--- src/amg_pkg.sv ---
// package of constants and types for the auxiliary mix gain register bank
// Summary of operation
// - at reset each auxiliary mix register loads 8888 hex: both mutes set, both gains at the 0 dB code.
// - while any forcing condition holds, both registers stay at default and every write to them is discarded.
// - the reset pin low or the power-down pin low is a forcing condition.
// - the all-conversions-off bit of control register 0 set to 1 is a forcing condition.
// - the analog-to-mix enable bit of control register 27 at 0 is a forcing condition.
// - the analog channel power enable bit of control register 27 at 0 is a forcing condition.
// - a mute bit of 0 lets its channel into the mix, 1 silences it.
// - each gain count is 1.5 dB of attenuation: 00000 is +12 dB, 01000 is 0 dB, 11111 is -34.5 dB.
package amg_pkg;
  localparam logic [7:0] AMG_IDX_AUX_ONE = 8'h04;
  localparam logic [7:0] AMG_IDX_AUX_TWO = 8'h05;
  localparam logic [7:0] AMG_IDX_CTRL = 8'h10;
  localparam logic [7:0] AMG_IDX_STATUS = 8'h11;
  localparam logic [15:0] AMG_MIX_RESET = 16'h8888;
  localparam logic [15:0] AMG_MIX_WMASK = 16'h9f9f;
  localparam int AMG_LMUTE_BIT = 15;
  localparam int AMG_RMUTE_BIT = 7;
  localparam int AMG_LGAIN_LSB = 8;
  localparam int AMG_RGAIN_LSB = 0;
  localparam int AMG_CTRL_CONV_OFF_BIT = 0;
  localparam int AMG_CTRL_A2MIX_BIT = 1;
  localparam int AMG_CTRL_APWR_BIT = 2;
  localparam logic [2:0] AMG_CTRL_RESET = 3'h6;
  localparam logic [31:0] AMG_RDATA_NONE = 32'h0000_0000;

  typedef struct packed {
    logic mute;
    logic [4:0] gain;
  } amg_chan_s;

  typedef struct packed {
    amg_chan_s left;
    amg_chan_s right;
  } amg_mix_s;

  function automatic logic [31:0] amg_byte_addr(input logic [7:0] idx);
    amg_byte_addr = {22'h00_0000, idx, 2'b00};
  endfunction : amg_byte_addr

  function automatic amg_mix_s amg_unpack(input logic [15:0] w);
    amg_unpack.left.mute = w[AMG_LMUTE_BIT];
    amg_unpack.left.gain = w[AMG_LGAIN_LSB +: 5];
    amg_unpack.right.mute = w[AMG_RMUTE_BIT];
    amg_unpack.right.gain = w[AMG_RGAIN_LSB +: 5];
  endfunction : amg_unpack
endpackage : amg_pkg

--- src/amg_mix_reg.sv ---
// one auxiliary mix register with forced default and write lock
module amg_mix_reg
  import amg_pkg::*;
(
  input wire logic clock,
  input wire logic reset,
  input wire logic force_default,
  input wire logic wr_en,
  input wire logic [15:0] wr_data,
  output logic [15:0] value_r
);
  // reserved bits never store, so they read zero whatever software writes
  always_ff @(posedge clock) begin
    if (reset || force_default) begin
      value_r <= AMG_MIX_RESET;
    end else if (wr_en) begin
      value_r <= wr_data & AMG_MIX_WMASK;
    end
  end

  property p_forced_default;
    @(posedge clock) disable iff (reset) force_default |=> value_r == AMG_MIX_RESET;
  endproperty
  a_forced_default: assert property (p_forced_default) else $error("mix register not forced to default");
  property p_hold_no_write;
    @(posedge clock) disable iff (reset) (!force_default && !wr_en) |=> $stable(value_r);
  endproperty
  a_hold_no_write: assert property (p_hold_no_write) else $error("mix register changed without a write");
endmodule : amg_mix_reg

--- src/amg_aux_mix_regs.sv ---
// apb register bank for the two auxiliary mix controls
module amg_aux_mix_regs
  import amg_pkg::*;
(
  input wire logic clock,
  input wire logic reset,
  input wire logic reset_pin_n,
  input wire logic power_down_n,
  input wire logic psel,
  input wire logic penable,
  input wire logic pwrite,
  input wire logic [31:0] paddr,
  input wire logic [31:0] pwdata,
  output logic [31:0] prdata,
  output logic pready,
  output logic pslverr,
  output amg_mix_s aux_one_mix_r,
  output amg_mix_s aux_two_mix_r,
  output logic left_aux_one_pass_r,
  output logic right_aux_one_pass_r,
  output logic left_aux_two_pass_r,
  output logic right_aux_two_pass_r
);
  logic [1:0] rst_pin_sync_r;
  logic [1:0] pdn_sync_r;
  logic [2:0] ctrl_r;
  logic force_nxt;
  logic force_r;
  logic access;
  logic wr_one;
  logic wr_two;
  logic [15:0] aux_one_q;
  logic [15:0] aux_two_q;
  logic [31:0] rdata_nxt;
  logic hit;

  // pins are asynchronous to clock; second stage is the only reader of the first
  always_ff @(posedge clock) begin
    if (reset) begin
      rst_pin_sync_r <= 2'b00;
      pdn_sync_r <= 2'b00;
    end else begin
      rst_pin_sync_r <= {rst_pin_sync_r[0], reset_pin_n};
      pdn_sync_r <= {pdn_sync_r[0], power_down_n};
    end
  end

  assign force_nxt = !rst_pin_sync_r[1] || !pdn_sync_r[1]
    || ctrl_r[AMG_CTRL_CONV_OFF_BIT]
    || !ctrl_r[AMG_CTRL_A2MIX_BIT]
    || !ctrl_r[AMG_CTRL_APWR_BIT];

  always_ff @(posedge clock) begin
    if (reset) begin
      force_r <= 1'b1;
    end else begin
      force_r <= force_nxt;
    end
  end

  // zero wait state slave: every access phase completes in its first cycle
  assign access = psel && penable;
  assign wr_one = access && pwrite && paddr == amg_byte_addr(AMG_IDX_AUX_ONE) && !force_nxt;
  assign wr_two = access && pwrite && paddr == amg_byte_addr(AMG_IDX_AUX_TWO) && !force_nxt;

  // global control bits stand in for control registers 0 and 27
  always_ff @(posedge clock) begin
    if (reset) begin
      ctrl_r <= AMG_CTRL_RESET;
    end else if (access && pwrite && paddr == amg_byte_addr(AMG_IDX_CTRL)) begin
      ctrl_r <= pwdata[2:0];
    end
  end

  amg_mix_reg u_aux_one (
    .clock(clock),
    .reset(reset),
    .force_default(force_nxt),
    .wr_en(wr_one),
    .wr_data(pwdata[15:0]),
    .value_r(aux_one_q)
  );

  amg_mix_reg u_aux_two (
    .clock(clock),
    .reset(reset),
    .force_default(force_nxt),
    .wr_en(wr_two),
    .wr_data(pwdata[15:0]),
    .value_r(aux_two_q)
  );

  always_comb begin
    hit = 1'b1;
    rdata_nxt = AMG_RDATA_NONE;
    if (paddr == amg_byte_addr(AMG_IDX_AUX_ONE)) begin
      rdata_nxt = {16'h0000, aux_one_q};
    end else if (paddr == amg_byte_addr(AMG_IDX_AUX_TWO)) begin
      rdata_nxt = {16'h0000, aux_two_q};
    end else if (paddr == amg_byte_addr(AMG_IDX_CTRL)) begin
      rdata_nxt = {29'h0000_0000, ctrl_r};
    end else if (paddr == amg_byte_addr(AMG_IDX_STATUS)) begin
      rdata_nxt = {29'h0000_0000, pdn_sync_r[1], rst_pin_sync_r[1], force_r};
    end else begin
      hit = 1'b0;
    end
  end

  // read data registered in setup, so the access phase sees stable flops
  always_ff @(posedge clock) begin
    if (reset) begin
      prdata <= AMG_RDATA_NONE;
      pslverr <= 1'b0;
      pready <= 1'b0;
    end else begin
      pready <= psel && !penable;
      if (psel && !penable) begin
        prdata <= pwrite ? AMG_RDATA_NONE : rdata_nxt;
        pslverr <= !hit;
      end
    end
  end

  // mix path controls: decoded fields plus pass enables
  always_ff @(posedge clock) begin
    if (reset) begin
      aux_one_mix_r <= amg_unpack(AMG_MIX_RESET);
      aux_two_mix_r <= amg_unpack(AMG_MIX_RESET);
      left_aux_one_pass_r <= 1'b0;
      right_aux_one_pass_r <= 1'b0;
      left_aux_two_pass_r <= 1'b0;
      right_aux_two_pass_r <= 1'b0;
    end else begin
      aux_one_mix_r <= amg_unpack(aux_one_q);
      aux_two_mix_r <= amg_unpack(aux_two_q);
      left_aux_one_pass_r <= !aux_one_q[AMG_LMUTE_BIT];
      right_aux_one_pass_r <= !aux_one_q[AMG_RMUTE_BIT];
      left_aux_two_pass_r <= !aux_two_q[AMG_LMUTE_BIT];
      right_aux_two_pass_r <= !aux_two_q[AMG_RMUTE_BIT];
    end
  end

  property p_pin_forces;
    @(posedge clock) disable iff (reset)
      !rst_pin_sync_r[1] |=> aux_one_q == AMG_MIX_RESET && aux_two_q == AMG_MIX_RESET;
  endproperty
  a_pin_forces: assert property (p_pin_forces) else $error("reset pin did not force default");
  property p_pdn_forces;
    @(posedge clock) disable iff (reset) !pdn_sync_r[1] |=> aux_two_q == AMG_MIX_RESET;
  endproperty
  a_pdn_forces: assert property (p_pdn_forces) else $error("power down did not force default");
  property p_conv_off;
    @(posedge clock) disable iff (reset) ctrl_r[AMG_CTRL_CONV_OFF_BIT] |=> aux_one_q == AMG_MIX_RESET;
  endproperty
  a_conv_off: assert property (p_conv_off) else $error("conversions off did not force default");
  property p_a2mix;
    @(posedge clock) disable iff (reset) !ctrl_r[AMG_CTRL_A2MIX_BIT] |=> aux_one_q == AMG_MIX_RESET;
  endproperty
  a_a2mix: assert property (p_a2mix) else $error("mix enable low did not force default");
  property p_apwr;
    @(posedge clock) disable iff (reset) !ctrl_r[AMG_CTRL_APWR_BIT] |=> aux_two_q == AMG_MIX_RESET;
  endproperty
  a_apwr: assert property (p_apwr) else $error("power enable low did not force default");
  property p_write_lands;
    @(posedge clock) disable iff (reset) wr_one |=> aux_one_q == (($past(pwdata[15:0])) & AMG_MIX_WMASK);
  endproperty
  a_write_lands: assert property (p_write_lands) else $error("accepted write not stored");
  property p_mute_pass;
    @(posedge clock) disable iff (reset) ##1 left_aux_one_pass_r == !$past(aux_one_q[AMG_LMUTE_BIT]);
  endproperty
  a_mute_pass: assert property (p_mute_pass) else $error("mute does not gate the mix");
  property p_gain_field;
    @(posedge clock) disable iff (reset) ##1 aux_one_mix_r.right.gain == $past(aux_one_q[4:0]);
  endproperty
  a_gain_field: assert property (p_gain_field) else $error("right gain field misplaced");

  // both registers share one force term, so a fault in either copy shows up here
  property p_reset_loads;
    @(posedge clock) reset |=> aux_one_q == AMG_MIX_RESET && aux_two_q == AMG_MIX_RESET;
  endproperty
  a_reset_loads: assert property (p_reset_loads) else $error("reset did not load the default");
  property p_reset_muted;
    @(posedge clock) reset |=> !left_aux_one_pass_r && !right_aux_one_pass_r
      && !left_aux_two_pass_r && !right_aux_two_pass_r;
  endproperty
  a_reset_muted: assert property (p_reset_muted) else $error("a channel passes after reset");
  property p_force_both;
    @(posedge clock) disable iff (reset) force_nxt |=> aux_one_q == AMG_MIX_RESET && aux_two_q == AMG_MIX_RESET;
  endproperty
  a_force_both: assert property (p_force_both) else $error("force left a register off default");
  property p_locked_write_one;
    @(posedge clock) disable iff (reset)
      access && pwrite && paddr == amg_byte_addr(AMG_IDX_AUX_ONE) && force_nxt |=> aux_one_q == AMG_MIX_RESET;
  endproperty
  a_locked_write_one: assert property (p_locked_write_one) else $error("write landed while forced");
  property p_write_lands_two;
    @(posedge clock) disable iff (reset) wr_two |=> aux_two_q == (($past(pwdata[15:0])) & AMG_MIX_WMASK);
  endproperty
  a_write_lands_two: assert property (p_write_lands_two) else $error("second accepted write not stored");
  property p_pdn_forces_one;
    @(posedge clock) disable iff (reset) !pdn_sync_r[1] |=> aux_one_q == AMG_MIX_RESET;
  endproperty
  a_pdn_forces_one: assert property (p_pdn_forces_one) else $error("power down left first register");
  property p_conv_off_two;
    @(posedge clock) disable iff (reset) ctrl_r[AMG_CTRL_CONV_OFF_BIT] |=> aux_two_q == AMG_MIX_RESET;
  endproperty
  a_conv_off_two: assert property (p_conv_off_two) else $error("conversions off left second register");
  property p_a2mix_two;
    @(posedge clock) disable iff (reset) !ctrl_r[AMG_CTRL_A2MIX_BIT] |=> aux_two_q == AMG_MIX_RESET;
  endproperty
  a_a2mix_two: assert property (p_a2mix_two) else $error("mix enable low left second register");
  property p_apwr_one;
    @(posedge clock) disable iff (reset) !ctrl_r[AMG_CTRL_APWR_BIT] |=> aux_one_q == AMG_MIX_RESET;
  endproperty
  a_apwr_one: assert property (p_apwr_one) else $error("power enable low left first register");
  property p_mute_pass_two;
    @(posedge clock) disable iff (reset) ##1 right_aux_two_pass_r == !$past(aux_two_q[AMG_RMUTE_BIT]);
  endproperty
  a_mute_pass_two: assert property (p_mute_pass_two) else $error("right mute does not gate the mix");
  property p_gain_left_two;
    @(posedge clock) disable iff (reset) ##1 aux_two_mix_r.left.gain == $past(aux_two_q[AMG_LGAIN_LSB +: 5]);
  endproperty
  a_gain_left_two: assert property (p_gain_left_two) else $error("left gain field misplaced");
  property p_mute_field;
    @(posedge clock) disable iff (reset) ##1 aux_one_mix_r.left.mute == $past(aux_one_q[AMG_LMUTE_BIT]);
  endproperty
  a_mute_field: assert property (p_mute_field) else $error("left mute bit misplaced");
  property p_reserved_zero;
    @(posedge clock) disable iff (reset)
      (aux_one_q & ~AMG_MIX_WMASK) == 16'h0000 && (aux_two_q & ~AMG_MIX_WMASK) == 16'h0000;
  endproperty
  a_reserved_zero: assert property (p_reserved_zero) else $error("reserved bits stored");
  property p_ready_after_setup;
    @(posedge clock) disable iff (reset) psel && !penable |=> pready;
  endproperty
  a_ready_after_setup: assert property (p_ready_after_setup) else $error("no ready in the access phase");
  property p_ready_one_cycle;
    @(posedge clock) disable iff (reset) pready |=> !pready;
  endproperty
  a_ready_one_cycle: assert property (p_ready_one_cycle) else $error("ready held past one cycle");
endmodule : amg_aux_mix_regs

--- config.mk ---
export PLATFORM = sky130hd
export DESIGN_NAME = amg_aux_mix_regs
export DESIGN_NICKNAME = d
export VERILOG_FILES = /design/src/amg_pkg.sv /design/src/amg_mix_reg.sv /design/src/amg_aux_mix_regs.sv
export SDC_FILE = /design/constraint.sdc
export NUM_CORES = 1
export LEC_CHECK = 0
export ABC_AREA = 1
export BUFFER_PORTS_ARGS = -buffer_cell sky130_fd_sc_hd__buf_2
export CAP_MARGIN = 10
export CORE_ASPECT_RATIO = 1.5
export CORE_MARGIN = 4
export CORE_UTILIZATION = 43
export DETAILED_ROUTE_END_ITERATION = 8
export GPL_TIMING_DRIVEN = 0
export PLACE_DENSITY = 0.84
export SYNTH_ARGS = -nofsm -noshare
export SYNTH_HDL_FRONTEND = slang
export SYNTH_SLANG_ARGS = --single-unit
--- constraint.sdc ---
create_clock -name clock -period 1.25 [get_ports clock]
set_input_delay 0.125 -clock clock [delete_from_list [all_inputs] [get_ports clock]]
set_output_delay 0.125 -clock clock [all_outputs]
set_load 0.05 [all_outputs]
==> flow_metrics.env, run 1 <==
export IMPL_status="complete, but fails checks"
export IMPL_tightest_slew_ns=0.704
export IMPL_viasPerCell=4.88
export IMPL_placed_area_mm2=0.00374
export IMPL_synth_avg_cell_area_um2=7.84
export IMPL_final_setup_viol_count=24
export IMPL_die_area_mm2=0.00869
export IMPL_setup_ws_ns=-0.244
export IMPL_synth_top_area_share_pct=47.6
export IMPL_fin_util_pct=62.4
export IMPL_synth_area_mm2=0.00311
export IMPL_crit_required_ns=1.48
export IMPL_maxSlewViolCount=0
export IMPL_dr_pass1_iters=4
export IMPL_dieHeight_um=112
export IMPL_violations="negative setup slack"
export IMPL_rows=37
export IMPL_slew_headroom_pct=53.1
export IMPL_finalPower_mw=4.47
export IMPL_post_place_ws_ns=-0.374
export IMPL_rsz0062_at_grt="yes"
export IMPL_clock_skew_ns=0.0119
export IMPL_antenna_found_initial=0
export IMPL_yosysWarningCount=0
export IMPL_cts_tree="done"
export IMPL_clockBufferDepth=2
export IMPL_grt_max_degree=14
export IMPL_fin_nets=616
export IMPL_ys_top_cells_by_area="dfxtp_1 (48%), nand2_1 (8.2%), inv_1 (7.7%)"
export IMPL_synth_edf_count=0
export IMPL_ant_nets=0
export IMPL_routed_wl_um=8770
export IMPL_worstPathMaxFanout=10
export IMPL_critPathLaunchType="flip-flop"
export IMPL_min_period_over_period_pct=120
export IMPL_die_w_um=77.5
export IMPL_root_buffer="clkbuf_8"
export IMPL_final_min_clock_period_ns=1.49
export IMPL_netlist_top_cells_count="dfxtp_1 (74), nand2_1 (68), inv_1 (64), nor2_1 (51), a21oi_1 (23)"
export IMPL_clkLatencyLatePin_ns=0.34
export IMPL_numCtsBuffers=9
export IMPL_cts_htree_levels=3
export IMPL_grt_pass1_wl_um=12800
export IMPL_numClockSinks=74
export IMPL_max_cap_violations=0
export IMPL_post_drt_wl_per_cell_um=14.0
export IMPL_yosys_area_top_type="dfxtp_1"
export IMPL_gr_total_overflow=0
export IMPL_synth_cells=397
export IMPL_synth_distinct_cells=28
export IMPL_area_delta_synth_final_pct=39.3
export IMPL_start_util_pct=44.8
export IMPL_reg2reg_depth=8
export IMPL_coreArea_mm2=0.00694
export IMPL_grt_usage_pct=18.5
export IMPL_ys_seq_area_share_pct=47.6
export IMPL_crit_arrival_ns=1.72
export IMPL_dp_hpwl_um=5820
export IMPL_fin_setup_tns_ns=-4.53
export IMPL_drtIter0Drc=225
export IMPL_ys_ff_latch=74
export IMPL_leakagePower_nw=2.10
export IMPL_ys_flop_type="dfxtp_1"
export IMPL_clkTransAtPathRegs_ns=0.08
export IMPL_hold_path_cell_count=3
export IMPL_num_vias=3067
export IMPL_antennaDiodeCount=0
export IMPL_drive_above_1_share_pct=40.9
export IMPL_synth_most_common_cell="dfxtp_1"
export IMPL_final_cell_area_mm2=0.00433
export IMPL_grt_pass1_vias=2884
export IMPL_p_per_area_mw_per_mm2=1030
export IMPL_synth_async_sr_flop_share_pct=0
export IMPL_fmax_ghz=0.669
export IMPL_finalHoldViolCount=0
export IMPL_port_buffers=92
export IMPL_hold_path_class="in2reg"
export IMPL_endpoint_kind="flip-flop"
export IMPL_ir_drop_v=0.000714
export IMPL_crit_type="reg2reg"
export IMPL_place_congestion=0.852
export IMPL_post_route_drc_count=0
export IMPL_boundaryPins=133
-- power breakdown --
group          switching (mW)  internal [mW]  total (mW)  leakage (nW)
Sequential            0.00405           2.36        2.37         0.597
Clock                   0.894          0.774        1.67        0.0924
Combinational           0.294          0.143       0.437          1.41
Total                    1.19           3.28        4.47          2.10
-- metal layers --
layer / up-vias / GRT usage, % / part of all wire (%)
li1: 1489 / - / -
met1: 1400 / 19.5 / 39
met2: 150 / 33.5 / 51
met3: 28 / 4.33 / 7.2
met4: 0 / 9.86 / 3.1
met5: - / 0 / 0
-- worst paths after layout --
kind | from | to | slack (ns)
min | pwdata[11] | u_aux_one.value_r[11] | 0.03
min reg2reg | rst_pin_sync_r[0] | rst_pin_sync_r[1] | 0.40
max reg2reg | ctrl_r[2] | u_aux_two.value_r[15] | -0.24
max | ctrl_r[2] | u_aux_two.value_r[15] | -0.24
-- critical path: stages (launching register included) --
cell     delay, ns
dfxtp_2       0.33
inv_2         0.03
nor2_1        0.07
nand4_1       0.17
nor2_2        0.23
nand3_2       0.13
buf_6         0.17
a21oi_1       0.15
o21ai_1       0.09
-- logic make-up (layout without fill, tap and decap cells) --
family                 after synthesis  after routing  synth area share [%]
AND/OR/NAND/NOR                    153            153                  22.2
buffers and inverters               99            233                  15.0
AO/OA/AOI/OAI                       70             70                  15.0
other                                1             20                 0.121
flip-flops                          74             74                  47.6
-- sequential cells by signal, indices dropped and copies added, names as in the netlist --
signal	count
pdn_sync_r	2
u_aux_one.value_r	12
u_aux_two.value_r	12
aux_two_mix_r	12
pslverr	1
rst_pin_sync_r	2
prdata	12
pready	1
ctrl_r	3
left_aux_one_pass_r	1
right_aux_one_pass_r	1
aux_one_mix_r	12
left_aux_two_pass_r	1
right_aux_two_pass_r	1
force_r	1
-- metrics by stage --
step | hold slack (ns) | cells
6_report | 0.0273 | 628
5_1_grt | 0.0173 | 628
3_5_place_dp | 0.335 | 586
2_1_floorplan | 0.232 | 416
4_1_cts | 0.00773 | 611
3_3_place_gp | 0.335 | 586
-- area by class of cell --
cell class                 count  area [um^2]
fill                         577         2610
sequential                    74         1480
multi-input combinational    243         1350
timing repair buffer         118          706
buffer                        33          275
inverter                      66          248
clock buffer                  10          138
tap                           78         97.6
clock inverter                 6         40.0
-- cells in the final DEF, fill, tap and decap left out, types with 2 or more instances in the layout --
cell type,count
inv_2,4
clkinv_2,3
o21ai_0,4
buf_2,92
buf_1,2
o21ai_2,9
dlygate4sd3_1,2
buf_4,38
a21oi_2,10
nand4_1,2
nand3_1,16
o211ai_1,7
inv_1,62
dfxtp_1,73
o21ai_1,9
nor2_2,12
buf_6,8
o22ai_2,7
conb_1,20
nor2_4,6
a21oi_1,21
nand3_2,2
clkbuf_1,3
clkbuf_8,11
buf_12,3
nor2_1,39
nand2_2,9
nand2_1,64
-- what timing repair did --
action	in CTS	in global routing
hold endpoints to repair	2	0
gates cloned	2	1
hold buffers	2	0
endpoints found under the setup margin	24	34
resized for setup	31	38
pin swaps	3	19
setup buffers	5	16
(Power assumes the default switching activity.)
==> run 2: changes to the inputs <==
--- a/config.mk
+++ b/config.mk
@@ -5,12 +5,11 @@
 export SDC_FILE = /design/constraint.sdc
 export NUM_CORES = 1
 export LEC_CHECK = 0
-export ABC_AREA = 1
 export BUFFER_PORTS_ARGS = -buffer_cell sky130_fd_sc_hd__buf_2
 export CAP_MARGIN = 10
 export CORE_ASPECT_RATIO = 1.5
 export CORE_MARGIN = 4
-export CORE_UTILIZATION = 43
+export CORE_UTILIZATION = 42
 export DETAILED_ROUTE_END_ITERATION = 8
 export GPL_TIMING_DRIVEN = 0
 export PLACE_DENSITY = 0.84
==> run 2 against run 1 <==
  * The run still ends with negative setup slack left
  * Clock-buffer cell count down 1
  * Final area down 3.6%
  * Clock skew down 0.0013 ns
  * Utilization up 1.2 points
  * Flip-flop and latch count unchanged
  * Area after synthesis down 7.6%
  * Critical path type unchanged
==> flow_metrics.env, run 2 <==
export IMPL_violations="negative setup slack"
export IMPL_dp_hpwl_um=5240
export IMPL_coreArea_mm2=0.00658
export IMPL_p_per_area_mw_per_mm2=1170
export IMPL_synth_async_sr_flop_share_pct=0
export IMPL_hold_slack_ns=0.00275
export IMPL_drtIter0Drc=176
export IMPL_rsz0062_at_grt="yes"
export IMPL_critPathLaunchType="flip-flop"
export IMPL_synth_edf_count=0
export IMPL_drive_above_1_share_pct=46.4
export IMPL_fin_util_pct=63.6
export IMPL_ys_seq_area_share_pct=51.5
export IMPL_antennaDiodeCount=0
export IMPL_yosysWarningCount=0
export IMPL_worstHoldStart="power_down_n"
export IMPL_crit_type="reg2reg"
export IMPL_post_route_drc_count=0
export IMPL_grt_pass1_vias=2347
export IMPL_final_setup_viol_count=34
export IMPL_clkLatencyLatePin_ns=0.35
export IMPL_cts_tree="done"
export IMPL_netlist_top_cells_count="dfxtp_1 (74), nor2_1 (39), mux2i_1 (27), nor2b_1 (22), buf_4 (20)"
export IMPL_ant_nets=0
export IMPL_grt_usage_pct=18.0
export IMPL_grt_busiest_layer="met2"
export IMPL_rows=36
export IMPL_boundaryPins=133
export IMPL_die_w_um=75.6
export IMPL_yosys_area_top_type="dfxtp_1"
export IMPL_numCtsBuffers=9
export IMPL_post_drt_wl_per_cell_um=15.5
export IMPL_hold_path_cell_count=2
export IMPL_leakagePower_nw=1.79
export IMPL_maxSlewViolCount=0
export IMPL_num_vias=2425
export IMPL_hold_end="pdn_sync_r[0]"
export IMPL_endpoint_kind="flip-flop"
export IMPL_use_met1_pct=18.8
export IMPL_finalPower_mw=4.90
export IMPL_cp_startpoint="ctrl_r[1]"
export IMPL_place_congestion=0.811
export IMPL_max_cap_violations=0
export IMPL_groute_layer_met3_usage_pct=3.93
export IMPL_antenna_found_initial=0
export IMPL_reg2reg_depth=7
export IMPL_final_min_clock_period_ns=1.71
export IMPL_n_fill_cell=495
export IMPL_r2r_start="ctrl_r[1]"
export IMPL_ir_drop_v=0.000738
export IMPL_multi_input_area_mm2=0.00143
export IMPL_clock_skew_ns=0.0106
export IMPL_ys_ff_latch=74
export IMPL_worstPathMaxFanout=5
export IMPL_fin_nets=491
export IMPL_cts_htree_levels=3
export IMPL_min_period_over_period_pct=137
export IMPL_rr_endpoint="u_aux_two.value_r[7]"
export IMPL_slowest_stage="dfxtp_2"
export IMPL_synth_avg_cell_area_um2=10.3
export IMPL_layout_commonest_cell="buf_2"
export IMPL_hold_path_class="in2reg"
export IMPL_area_delta_synth_final_pct=45.3
export IMPL_status="complete, but fails checks"
export IMPL_start_util_pct=43.7
export IMPL_die_area_mm2=0.00826
export IMPL_synth_top_area_share_pct=51.5
export IMPL_dr_pass1_iters=4
export IMPL_routed_wl_um=7770
export IMPL_crit_arrival_ns=1.94
export IMPL_ys_flop_type="dfxtp_1"
export IMPL_port_buffers=91
export IMPL_fmax_ghz=0.585
export IMPL_gr_total_overflow=0
export IMPL_dieHeight_um=109
export IMPL_slowest_delay_ns=0.35
export IMPL_clkTransAtPathRegs_ns=0.08
export IMPL_ys_top_cells_by_area="dfxtp_1 (52%), mux2i_1 (9.4%), buf_4 (5.2%)"
export IMPL_layout_common_cells="buf_2 (85), dfxtp_1 (70), nor2_1 (37)"
export IMPL_crit_required_ns=1.48
export IMPL_synth_distinct_cells=36
export IMPL_setup_ws_ns=-0.460
export IMPL_use_met2_pct=32.3
export IMPL_synth_cells=278
export IMPL_grt_max_degree=15
export IMPL_grt_pass1_wl_um=11100
export IMPL_numClockSinks=74
export IMPL_viasPerCell=4.84
export IMPL_r2r_slack_ns=-0.46
export IMPL_synth_area_mm2=0.00288
export IMPL_regArea_mm2=0.00149
export IMPL_clockBufferDepth=2
export IMPL_crit_chain="and2_4, nand4_1, buf_4, nor4_4, buf_6, mux2i_1, nand2_1"
export IMPL_tightest_slew_ns=0.758
export IMPL_finalHoldViolCount=0
export IMPL_synth_most_common_cell="dfxtp_1"
export IMPL_root_buffer="clkbuf_8"
export IMPL_slew_headroom_pct=49.4
[run 2: cell types whose count changed after synthesis, moves of 8 or more]
cell	change
inv_1	-60
nand2_1	-55
mux2i_1	+27
nor2b_1	+22
a21oi_1	-20
nand3_1	-14
nor2_1	-12
o21ai_0	-10
a22oi_1	+9
mux2_2	+9
a21oi_2	-8
o22ai_2	-8
[run 2: area by class of cell]
cell class | instances | share of cell area [%]
clock inverter | 7 | 2.39
inverter | 5 | 0.509
clock buffer | 9 | 2.96
tap | 76 | 2.27
multi-input combinational | 187 | 34.2
sequential | 74 | 35.6
timing repair buffer | 112 | 16.9
buffer | 31 | 5.18
[run 2: critical path, delay by kind of cell (launching register included)]
kind / cells / cell delay [ns]
flops: 1 / 0.35
mux: 1 / 0.19
buf+inv: 2 / 0.38
simple gates: 4 / 0.68
[run 2: worst max path at each step]
| stage | to | slack [ns] |
|---|---|---|
| after CTS | u_aux_one.value_r[4] | -0.42 |
| after floorplan | u_aux_one.value_r[11] | -0.32 |
| final | u_aux_two.value_r[7] | -0.46 |
| after detailed placement | prdata[12] | -0.76 |
| after global placement | prdata[3] | -0.69 |
| after global routing | u_aux_two.value_r[7] | -0.51 |
[run 2: report_power, final]
group          internal, mW  switching (mW)
Sequential             2.36         0.00423
Combinational         0.169           0.299
Clock                  1.14           0.927
[run 2: timing repair]
action | in CTS | in global routing
hold buffers | 3 | 0
setup endpoints to repair | 37 | 39
setup buffers | 9 | 6
pin swaps | 9 | 25
resized for setup | 12 | 33
hold endpoints to repair | 3 | 0
cloned | 1 | 2
[run 2: cells by family (layout without fill, tap and decap cells)]
kind of cell	count (synthesis)	count (layout)	share of synthesized area [%]
compound gates	24	24	5.44
xor+xnor	1	1	0.305
buf+inv	36	164	7.83
flops	74	74	51.5
mux	36	36	12.9
other cells	1	20	0.130
simple gates	106	106	21.9
[run 2: routing by layer]
layer	vias to the layer above	wire, um
li1	1190	-
met1	1106	2750
met2	101	4180
met3	28	535
met4	0	300
met5	-	0
[run 2: per-stage QoR]
step	cells	worst slack, ns	area [um^2]	TNS [ns]
after detailed placement	464	-0.761	3580	-25.95
after floorplan	297	-0.319	3030	-8.85
after global routing	501	-0.508	4180	-11.93
final	501	-0.460	4180	-10.00
after global placement	464	-0.691	3580	-23.33
after CTS	493	-0.424	3950	-7.66
